--- src/rtl/lpm_pkg.sv ---
package lpm_pkg;

  // ---------------------------------------------------------------
  // power options
  // ---------------------------------------------------------------
  typedef enum logic [1:0] {
    PWR_AG,
    PWR_LI,
    PWR_EXTV
  } power_option_t;

  // ---------------------------------------------------------------
  // operand layout of the stop-wake enable instruction
  // ---------------------------------------------------------------
  localparam int SWE_KEY_BIT = 7;
  localparam int SWE_EXT_BIT = 5;
  localparam int SWE_PORTC_BIT = 4;
  localparam int SWE_PORTD_BIT = 3;
  localparam logic [7:0] SWE_ALL_OPERAND = 8'hb0;

  // stored register bit positions
  localparam int SW_KEY = 2;
  localparam int SW_EXT = 1;
  localparam int SW_PORT = 0;
  localparam logic [2:0] SW_RESET = 3'h0;

  // operand of set/clear flag selecting the heavy-load flag
  localparam logic [3:0] FLAG_HEAVY_LOAD = 4'h2;

  // halt-release flag indices 1..6
  localparam int HRF_EXT = 2;
  localparam int HRF_KEY = 5;
  localparam int HRF_COUNT = 6;

  localparam logic HEAVY_RESET_AGLI = 1'b1;
  localparam logic HEAVY_RESET_EXTV = 1'b0;

  // ---------------------------------------------------------------
  // mode states
  // ---------------------------------------------------------------
  typedef enum logic [1:0] {
    MODE_RUN,
    MODE_HALT,
    MODE_STOP
  } mode_t;

  // core instruction strobes
  typedef struct packed {
    logic stopWakeEnableInstr;
    logic [7:0] operand;
    logic haltInstr;
    logic stopInstr;
    logic returnInstr;
    logic interruptAccept;
    logic [HRF_COUNT:0] acceptedFlag;
    logic flagClearInstr;
    logic [HRF_COUNT:0] clearMask;
    logic setFlagInstr;
    logic clearFlagInstr;
    logic [3:0] flagSel;
  } core_req_t;

  // synchronised wake pins
  typedef struct packed {
    logic [3:0] keyInputs;
    logic [3:0] portC;
    logic [3:0] portD;
    logic extPin;
  } wake_pins_t;

endpackage

--- src/rtl/low_power_mode_control.sv ---
module low_power_mode_control
  import lpm_pkg::*;
#(
  parameter power_option_t POWER_OPTION = PWR_LI
)
(
  // clock and reset
  input wire logic clk,
  input wire logic srst,
  // core side
  input wire core_req_t coreReq,
  input wire logic [HRF_COUNT:1] haltWakeEnable,
  input wire logic [HRF_COUNT:1] haltReleaseEvent,
  input wire logic portCChangeEn,
  input wire logic portDChangeEn,
  input wire logic portCFiltered,
  input wire logic portDFiltered,
  // wake pins
  input wire wake_pins_t wakePins,
  // status outputs
  output logic [2:0] stopWakeEnable,
  output logic [HRF_COUNT:0] haltReleaseFlag,
  output logic portCChangeFlag,
  output logic portDChangeFlag,
  output logic heavyLoadFlag,
  output logic fetchEnable,
  output logic oscStopped,
  output logic extraOscBuffer,
  output logic internalSupplyRail
);

  // ---------------------------------------------------------------
  // state
  // ---------------------------------------------------------------
  typedef struct packed {
    wake_pins_t sync1;
    wake_pins_t sync2;
    wake_pins_t prev;
    logic [2:0] swe;
    logic portDWake;
    logic [HRF_COUNT:0] halt_release_flag;
    logic scfC;
    logic scfD;
    logic heavy;
    mode_t mode;
    logic inService;
    logic fetch;
    logic oscOff;
    logic extraBuf;
    logic rail;
    logic stopped;
  } state_t;

  state_t cur;
  state_t next_cur;

  logic keyChange;
  logic extChange;
  logic portCHigh;
  logic portDHigh;
  logic stopRelease;
  logic haltRelease;
  logic [HRF_COUNT:0] setFlags;

  always_comb
  begin
    next_cur = cur;
    // ---------------------------------------------------------------
    // pin synchronisers
    // ---------------------------------------------------------------
    next_cur.sync1 = wakePins;
    next_cur.sync2 = cur.sync1;
    next_cur.prev = cur.sync2;

    keyChange = |(cur.sync2.keyInputs ^ cur.prev.keyInputs);
    extChange = cur.sync2.extPin ^ cur.prev.extPin;
    portCHigh = |cur.sync2.portC;
    portDHigh = |cur.sync2.portD;

    // ---------------------------------------------------------------
    // stop-wake enable register
    // ---------------------------------------------------------------
    if (coreReq.stopWakeEnableInstr)
    begin
      next_cur.swe[SW_KEY] = coreReq.operand[SWE_KEY_BIT];
      next_cur.swe[SW_EXT] = coreReq.operand[SWE_EXT_BIT];
      next_cur.swe[SW_PORT] = coreReq.operand[SWE_PORTC_BIT];
      next_cur.portDWake = coreReq.operand[SWE_PORTD_BIT];
    end

    // ---------------------------------------------------------------
    // release flags; set wins over clear
    // ---------------------------------------------------------------
    setFlags = '0;
    setFlags[HRF_COUNT:1] = haltReleaseEvent;
    if (extChange)
      setFlags[HRF_EXT] = 1'b1;
    if (keyChange)
      setFlags[HRF_KEY] = 1'b1;
    if (coreReq.flagClearInstr)
      next_cur.halt_release_flag = cur.halt_release_flag & ~coreReq.clearMask;
    if (coreReq.interruptAccept)
      next_cur.halt_release_flag = next_cur.halt_release_flag & ~coreReq.acceptedFlag;
    if (coreReq.flagClearInstr && coreReq.clearMask[0])
    begin
      next_cur.scfC = 1'b0;
      next_cur.scfD = 1'b0;
    end
    if (portCChangeEn && portCFiltered)
      next_cur.scfC = 1'b1;
    if (portDChangeEn && portDFiltered)
      next_cur.scfD = 1'b1;
    setFlags[0] = next_cur.scfC | next_cur.scfD;
    next_cur.halt_release_flag = next_cur.halt_release_flag | setFlags;

    haltRelease = cur.scfC | cur.scfD | (|(cur.halt_release_flag[HRF_COUNT:1] & haltWakeEnable));
    stopRelease = (cur.swe[SW_KEY] & haltWakeEnable[HRF_KEY] & keyChange)
      | (cur.swe[SW_EXT] & haltWakeEnable[HRF_EXT] & extChange)
      | (cur.swe[SW_PORT] & portCChangeEn & portCHigh)
      | (cur.portDWake & portDChangeEn & portDHigh);

    // ---------------------------------------------------------------
    // mode sequencing
    // ---------------------------------------------------------------
    next_cur.inService = cur.inService;
    unique case (cur.mode)
      MODE_RUN:
      begin
        if (coreReq.haltInstr && !(haltRelease || (|cur.halt_release_flag)))
          next_cur.mode = MODE_HALT;
        else if (coreReq.stopInstr)
        begin
          next_cur.heavy = 1'b1;
          next_cur.mode = stopRelease ? MODE_HALT : MODE_STOP;
        end
        else if (coreReq.returnInstr && cur.inService)
        begin
          next_cur.inService = 1'b0;
          next_cur.mode = MODE_HALT;
        end
      end
      MODE_HALT:
      begin
        if (coreReq.interruptAccept)
        begin
          next_cur.inService = 1'b1;
          next_cur.mode = MODE_RUN;
        end
        else if (haltRelease)
          next_cur.mode = MODE_RUN;
        else if (cur.oscOff && !portCHigh && !portDHigh && !cur.scfC && !cur.scfD)
          next_cur.mode = MODE_STOP;
      end
      MODE_STOP:
      begin
        next_cur.heavy = 1'b1;
        if (stopRelease)
          next_cur.mode = MODE_HALT;
      end
    endcase
    if (next_cur.mode == MODE_HALT && cur.mode == MODE_STOP)
      next_cur.oscOff = 1'b1;
    else if (next_cur.mode != MODE_HALT)
      next_cur.oscOff = 1'b0;

    // ---------------------------------------------------------------
    // heavy-load flag
    // ---------------------------------------------------------------
    if (cur.mode != MODE_STOP && coreReq.flagSel == FLAG_HEAVY_LOAD)
    begin
      if (coreReq.setFlagInstr)
        next_cur.heavy = 1'b1;
      else if (coreReq.clearFlagInstr)
        next_cur.heavy = 1'b0;
    end
    if (next_cur.mode == MODE_STOP)
      next_cur.heavy = 1'b1;

    next_cur.fetch = (next_cur.mode == MODE_RUN);
    // registered stop indication, so the pin comes straight from a flop
    next_cur.stopped = (next_cur.mode == MODE_STOP);
    next_cur.extraBuf = next_cur.heavy | (POWER_OPTION == PWR_EXTV);
    if (POWER_OPTION == PWR_LI)
      next_cur.rail = next_cur.heavy;
    else
      next_cur.rail = (POWER_OPTION == PWR_EXTV);

    if (srst)
    begin
      next_cur = '0;
      next_cur.swe = SW_RESET;
      next_cur.mode = MODE_RUN;
      next_cur.fetch = 1'b1;
      if (POWER_OPTION == PWR_EXTV)
      begin
        next_cur.heavy = HEAVY_RESET_EXTV;
        next_cur.extraBuf = 1'b1;
        next_cur.rail = 1'b1;
      end
      else
      begin
        next_cur.heavy = HEAVY_RESET_AGLI;
        next_cur.extraBuf = 1'b1;
        next_cur.rail = (POWER_OPTION == PWR_LI);
      end
    end
  end

  always_ff @(posedge clk)
  begin
    cur <= next_cur;
  end

  // ---------------------------------------------------------------
  // outputs
  // ---------------------------------------------------------------
  assign stopWakeEnable = cur.swe;
  assign haltReleaseFlag = cur.halt_release_flag;
  assign portCChangeFlag = cur.scfC;
  assign portDChangeFlag = cur.scfD;
  assign heavyLoadFlag = cur.heavy;
  assign fetchEnable = cur.fetch;
  assign oscStopped = cur.stopped;
  assign extraOscBuffer = cur.extraBuf;
  assign internalSupplyRail = cur.rail;

endmodule // low_power_mode_control

--- config.mk ---
export PLATFORM = sky130hd
export DESIGN_NAME = low_power_mode_control
export DESIGN_NICKNAME = d
export VERILOG_FILES = /design/src/rtl/lpm_pkg.sv /design/src/rtl/low_power_mode_control.sv
export SDC_FILE = /design/constraint.sdc
export NUM_CORES = 1
export LEC_CHECK = 0
export BUFFER_PORTS_ARGS = -buffer_cell sky130_fd_sc_hd__buf_2
export CAP_MARGIN = 40
export CORE_AREA = 3 3 75 77
export CTS_BUF_LIST = sky130_fd_sc_hd__clkbuf_4 sky130_fd_sc_hd__clkbuf_8
export CTS_CLUSTER_DIAMETER = 30
export DETAILED_ROUTE_END_ITERATION = 10
export DIE_AREA = 0 0 78 80
export HOLD_SLACK_MARGIN = 0.12
export PLACE_DENSITY_LB_ADDON = 0.15
export SLEW_MARGIN = 20
export SYNTH_ARGS = -nofsm -noshare
export SYNTH_HDL_FRONTEND = slang
export SYNTH_SLANG_ARGS = --single-unit
--- constraint.sdc ---
create_clock -name clk -period 2 [get_ports clk]
set_input_delay 0 -clock clk [delete_from_list [all_inputs] [get_ports clk]]
set_output_delay 0 -clock clk [all_outputs]
set_load 0.005 [all_outputs]
Word level (Yosys, flattened, before mapping)
Cells that the tools add are included.

Bits in registers: 51. Bits of input ports: 65. Output and inout port bits: 17. Word-level logic and storage cells: 110.

Eq/ne operators: 11. Mux-type cells: 28. Bitwise logic cells: 22. Reduce and logical (&&, ||, !) cells: 28.

Operators with widths (count): $mux 2 (8); $and 7x7->7 (2); $mux 1 (14); $mux 7 (2); $not 7->7 (2); $reduce_or 4->1 (3); $logic_and 1x1->1 (11); $ne 2x2->1 const B (5); $and 1x1->1 (8); $or 7x7->7 (1); $reduce_or 7->1 (1); $and 6x6->6 (1); $or 1x1->1 (6); $pmux 2 s3 (1); $reduce_or 6->1 (1); $logic_not 1->1 (5); $reduce_and 5->1 (1); $eq 2x1->1 const B (2); $eq 2x2->1 const B (2); $eq 4x2->1 const B (1); $logic_not 2->1 (2); $pmux 1 s2 (2); $reduce_bool 2->1 (2); $xor 4x4->4 (1); 5 further kinds (5).

Depth between registers and ports, before layout
Depth in word-level cells: 13. Mapped depth: 7.

Worst setup path after synthesis
Ideal clock, no wire load.

Path kind: reg2reg. Start: register cur[37] in the netlist's numbering. End: register cur[3] in the netlist's numbering. Data arrival time: 1853 ps. Path slack: 14 ps. Cell stages (with the launch flop): 7. Buffers on the path: 0. Period minus slack after synthesis: 1986 ps. Path through: dfxtp_1 -> or4_4 -> or4b_4 -> a41oi_2 -> a21oi_2 -> o22ai_1 -> nor4b_1.

Word-level cells in the longest chain between the ends: 12.

Ends and longest elaborated chain: from (decl) (line low_power_mode_control.sv:54) `state_t cur;`; from (signal assigned) (line low_power_mode_control.sv:211) `cur <= next_cur;`; $reduce_or 4->1 * (line low_power_mode_control.sv:78) `portDHigh = |cur.sync2.portD;`; $logic_not 1->1 (line low_power_mode_control.sv:151) `else if (cur.oscOff && !portCHigh && !portDHigh && !cur.scfC && !cur.scfD)`; $logic_and 1x1->1 (3 in series) (line low_power_mode_control.sv:151); $mux 2 (line low_power_mode_control.sv:151); $mux 2 (line low_power_mode_control.sv:149) `else if (haltRelease)`; $mux 2 (line low_power_mode_control.sv:144) `if (coreReq.interruptAccept)`; $pmux 2 s3 * (line low_power_mode_control.sv:126) `unique case (cur.mode)`; $eq 2x1->1 (line low_power_mode_control.sv:161) `if (next_cur.mode == MODE_HALT && cur.mode == MODE_STOP)`; $logic_and 1x1->1 (line low_power_mode_control.sv:161); $mux 1 or $reduce_bool 2->1 (tied branches).

Mark *: on every way between the ends. The rest lies on a longest branch, timed or not. A chain may end at the register's enable or synchronous reset.

Worst setup path in the final report
Start: register cur[37] in the netlist's numbering. End: register cur (netlist bit oscStopped).

Word-level cells in the longest chain between the ends: 10.

Ends and longest elaborated chain: $reduce_or 4->1 * (line low_power_mode_control.sv:78); $logic_not 1->1 (line low_power_mode_control.sv:151); $logic_and 1x1->1 (3 in series) (line low_power_mode_control.sv:151); $mux 2 (line low_power_mode_control.sv:151); $mux 2 (line low_power_mode_control.sv:149); $mux 2 (line low_power_mode_control.sv:144); $pmux 2 s3 * (line low_power_mode_control.sv:126); $eq 2x2->1 * (line low_power_mode_control.sv:181) `next_cur.stopped = (next_cur.mode == MODE_STOP);`.

Marks and branches as above.

==> implementation parameters <==
Parameter                              Value

Timing
  Final clock period utilization by the worst path ... between 90 and 100%
  Final period demand of the worst path ... 2.00 ns
  Number of max-slew violations in the final report ... 0
  Achievable frequency ... approximately 0.5 GHz
  Number of hold violations in the final report ... 0
  Setup repair after global routing missed its margin ... yes
  Total negative setup slack ... 0 ns
  Transition time at the pin with the least slew margin ... 0.590 ns
  Max transition margin ... slightly above 60%
  Setup ws final ... ~0.0025 ns
  Setup skew after layout ... approximately 0.0067 ns
  Setup violations, final ... 0

GRT
  Maximum number of pins on one net before global-route repair ... 38
  Final global-route overflow total ... 0
  Gr usage total ... between 10% and 20%
  First-pass GRT wire length ... slightly below 8000 um
  Number of antenna violations at the first check in global routing ... 0
  Vias in the first global route ... ~1,700

Synthesis
  Number of nets in the synthesized netlist ... roughly 270
  Post-synth EDFFs ... 0
  Post-synthesis area per instance ... approximately 9.9 um2
  Post-Synthesis Cells ... between 150 and 200
  FFs w/ async S/R, synth ... 0%
  Portion of the post-synthesis area used by sequential elements ... between 50% and 60%
  Cell area after technology mapping ... between 0.0015 and 0.002 mm2
  Flops & latches, synth ... slightly above 50
  Count of unique library cells instantiated by Yosys ... 37
  Commonest register cell after synthesis ... sky130_fd_sc_hd__dfxtp_1
  Yosys warning total ... 0

Setup path
  Max incr delay on CP ... 0.54 ns
  Endpoint of the lowest-slack register-to-register path ... oscStopped$_SDFF_PP0_
  Worst Setup Path Type ... reg2reg
  Worst flop-to-flop path startpoint ... cur[37]$_SDFF_PP0_
  Category of the worst setup path launch point ... register
  Crit-path max FO ... 2
  Worst-case register-to-register setup slack ... approximately 0.0025 ns
  Worst R2R Path Depth ... 6
  Critical path's top delay family ... simple AND/OR/NAND/NOR gates
  Worst Path Arrival ... around 2.2 ns
  Total buffers and inverters traversed by the critical path ... 0
  Crit. End Element ... register
  Critical path, cell by cell ... or4_4 > or4b_4 > a41oi_2 > a21oi_2 > o22a_1 > nor3_1
  Slowest cell on the critical path ... sky130_fd_sc_hd__or4b_4
  Required time at the endpoint of the critical path ... about 2.2 ns

Layout
  Layout cell share with drive strength beyond 1 ... 31.0%
  Count of non-filler cells in the finished layout ... about 380
  Most common cell after layout, fill and taps aside ... sky130_fd_sc_hd__buf_2
  Most frequent cells in the layout ... sky130_fd_sc_hd__buf_2 (77), sky130_fd_sc_hd__dfxtp_1 (51), sky130_fd_sc_hd__dlygate4sd3_1 (42), sky130_fd_sc_hd__nor2b_1 (32), sky130_fd_sc_hd__nor2_1 (18)
  Nets ... 380
  Fill cell total of the finished layout ... between 400 and 500
  Number of inserted diodes ... 0
  Final Util ... between 50% and 60%
  P&R area growth vs syn ... 46.9%
  Cell area after layout ... 0.00289 mm2

Die
  Overall die height ... roughly 80 um
  Starting density of the core ... 38.8%
  Floorplan Core Area ... a little over 0.005 mm2
  Ports ... between 80 and 90
  Die Area ... ~0.0062 mm2
  Horizontal extent of the die ... around 80 um
  Num rows ... 26

Route
  Final ANT Viol Nets ... 0
  Total iterations of the first detailed-routing run ... 4
  Detailed-route via count ... about 1,800
  Total DRC errors in the routed layout ... 0
  Routed via count divided by cell count ... around 4.6
  Total length of routed wires ... between 4000 and 5000 um
  Routed WL per cell ... 12.2 um
  Starting DRC count in detailed routing ... between 70 and 80

CTS
  Clock sink count ... 51
  Clock input transition at the sequential cells of the worst setup and hold paths ... around 0.080 ns
  Clock latency of the later-clocked register in the worst-skew pair ... ~0.29 ns
  Number of levels in the clock H-tree ... 2
  CTS tree ... yes
  Root buf cell ... sky130_fd_sc_hd__clkbuf_8
  Inserted Clock Buffers ... 5
  Largest buffer count on any clock path ... 2
  Post-CTS Setup Inserts ... 0

Power and ir drop
  Share of power burned in the clock network ... 25.8%
  Ratio of total power to cell area ... ~760 mW/mm2
  Static leakage ... around 1.3 nW
  Reported net switching power ... between 0.5 and 0.6 mW
  VDD IR-drop max ... 0.430 mV
  Fraction of power consumed by combinational cells ... between 20% and 30%
  Share of power burned in registers ... 51.2%
  Int Pwr ... 1.62 mW
  Switching power as a share of total power ... 25.8%

Outcome
  Result of the run ... finished clean

Job
  Number of max-cap violations ... 0

Placement
  Post-place instance area ... approximately 0.0024 mm2
  Worst slack at placement ... -0.0755 ns
  Post-detailed-placement half-perimeter wirelength ... around 3200 um
  Number of placed cells counting well taps ... ~330
  PortBufs ... a little under 80
  Routability congestion estimate from global placement ... around 0.78

Worst hold path
  Kind of path behind the tightest hold check ... in2reg
  Startpoint of the most critical hold path ... coreReq[1]
  Worst hold path endpoint ... internalSupplyRail$_SDFF_PP1_
  Number of cells traversed by the worst hold path ... 6
-- metal layers --
metal | up-vias | wire [um] | global-route usage [%]
met4 | 0 | 38 | 4.90
met1 | 811 | 2000 | 18.3
met2 | 46 | 2430 | 27.9
li1 | 896 | - | -
met3 | 4 | 199 | 3.27
met5 | - | 0 | 0
-- flip-flops by register name, indices dropped and copies added, names as in the netlist --
register / count
cur: 36
fetchEnable: 1
haltReleaseFlag: 7
internalSupplyRail: 1
oscStopped: 1
portCChangeFlag: 1
portDChangeFlag: 1
stopWakeEnable: 3
-- area by class of cell --
class / count / area, um2 / area share [%]
tap: 70 / 87.6 / 3.03
inverter: 5 / 18.8 / 0.650
timing repair buffer: 125 / 851 / 29.4
clock inverter: 2 / 12.5 / 0.433
sequential: 51 / 1020 / 35.3
multi-input combinational: 124 / 822 / 28.5
clock buffer: 6 / 76.3 / 2.64
-- logic make-up after synthesis --
family,Yosys count,share of synthesized area [%]
muxes,4,2.04
DFF,51,51.9
xor gates and xnor gates,5,2.23
buffers and inverters,24,6.87
adders and majority gates,3,1.91
AOI/OAI and AO/OA,35,13.0
and+or+nand+nor,77,22.1
-- power groups by stage --
stage | registers [mW] | clock network, mW | logic [mW]
finish | 1.12 | 0.564 | 0.504
global route | 1.13 | 0.624 | 0.566
CTS | 1.12 | 0.589 | 0.495
detailed placement | 1.14 | 0 | 0.414
global placement | 1.14 | 0 | 0.414
floorplan | 1.14 | 0 | 0.257
-- worst register-to-register path, cell delays in order (launching register included) --
cell and delay, ns:
sky130_fd_sc_hd__dfxtp_1 0.31, sky130_fd_sc_hd__or4_4 0.53, sky130_fd_sc_hd__or4b_4 0.54, sky130_fd_sc_hd__a41oi_2 0.16, sky130_fd_sc_hd__a21oi_2 0.07, sky130_fd_sc_hd__o22a_1 0.21, sky130_fd_sc_hd__nor3_1 0.12
-- timing repair --
| action | 4_1_cts | 5_1_grt |
|---|---|---|
| pin swaps | 1 | 0 |
| gates resized for setup | 1 | 1 |
| hold buffers | 42 | 0 |
| endpoints found under the hold margin | 28 | 0 |
| setup endpoints to repair | 5 | 5 |
-- through the flow --
step	power, mW	hold slack [ns]
4_1_cts	2.20	0.130
5_1_grt	2.32	0.178
3_3_place_gp	1.56	0.208
2_1_floorplan	1.40	0.0801
6_report	2.19	0.134
3_5_place_dp	1.56	0.212
-- Yosys cell counts, drive strengths merged (4+ instances only) --
library cell / number / share of area [%]
a21oi: 12 / 3.2
nor2: 18 / 3.4
buf: 13 / 4.8
inv: 5 / 0.95
clkbuf: 6 / 1.1
nand3: 4 / 1.0
nor2b: 32 / 10
a22oi: 11 / 4.2
mux2i: 4 / 2.0
nand2: 8 / 1.5
xor2: 5 / 2.2
dfxtp: 51 / 52
-- worst max path at each step --
| stage | start | end | slack (ns) | cells past startpoint |
|---|---|---|---|---|
| after global routing | cur[37]$_SDFF_PP0_ | oscStopped$_SDFF_PP0_ | -0.11 | 6 |
| after detailed placement | cur[37]$_SDFF_PP0_ | fetchEnable$_SDFF_PP1_ | -0.08 | 6 |
| after CTS | cur[37]$_SDFF_PP0_ | oscStopped$_SDFF_PP0_ | -0.005 | 6 |
| after floorplan | cur[37]$_SDFF_PP0_ | cur[3]$_SDFFE_PP0P_ | 0.01 | 6 |
| after global placement | cur[37]$_SDFF_PP0_ | fetchEnable$_SDFF_PP1_ | -0.05 | 6 |
| final | cur[37]$_SDFF_PP0_ | oscStopped$_SDFF_PP0_ | 0.003 | 6 |
Note: power is estimated with default switching activity, not from simulation.
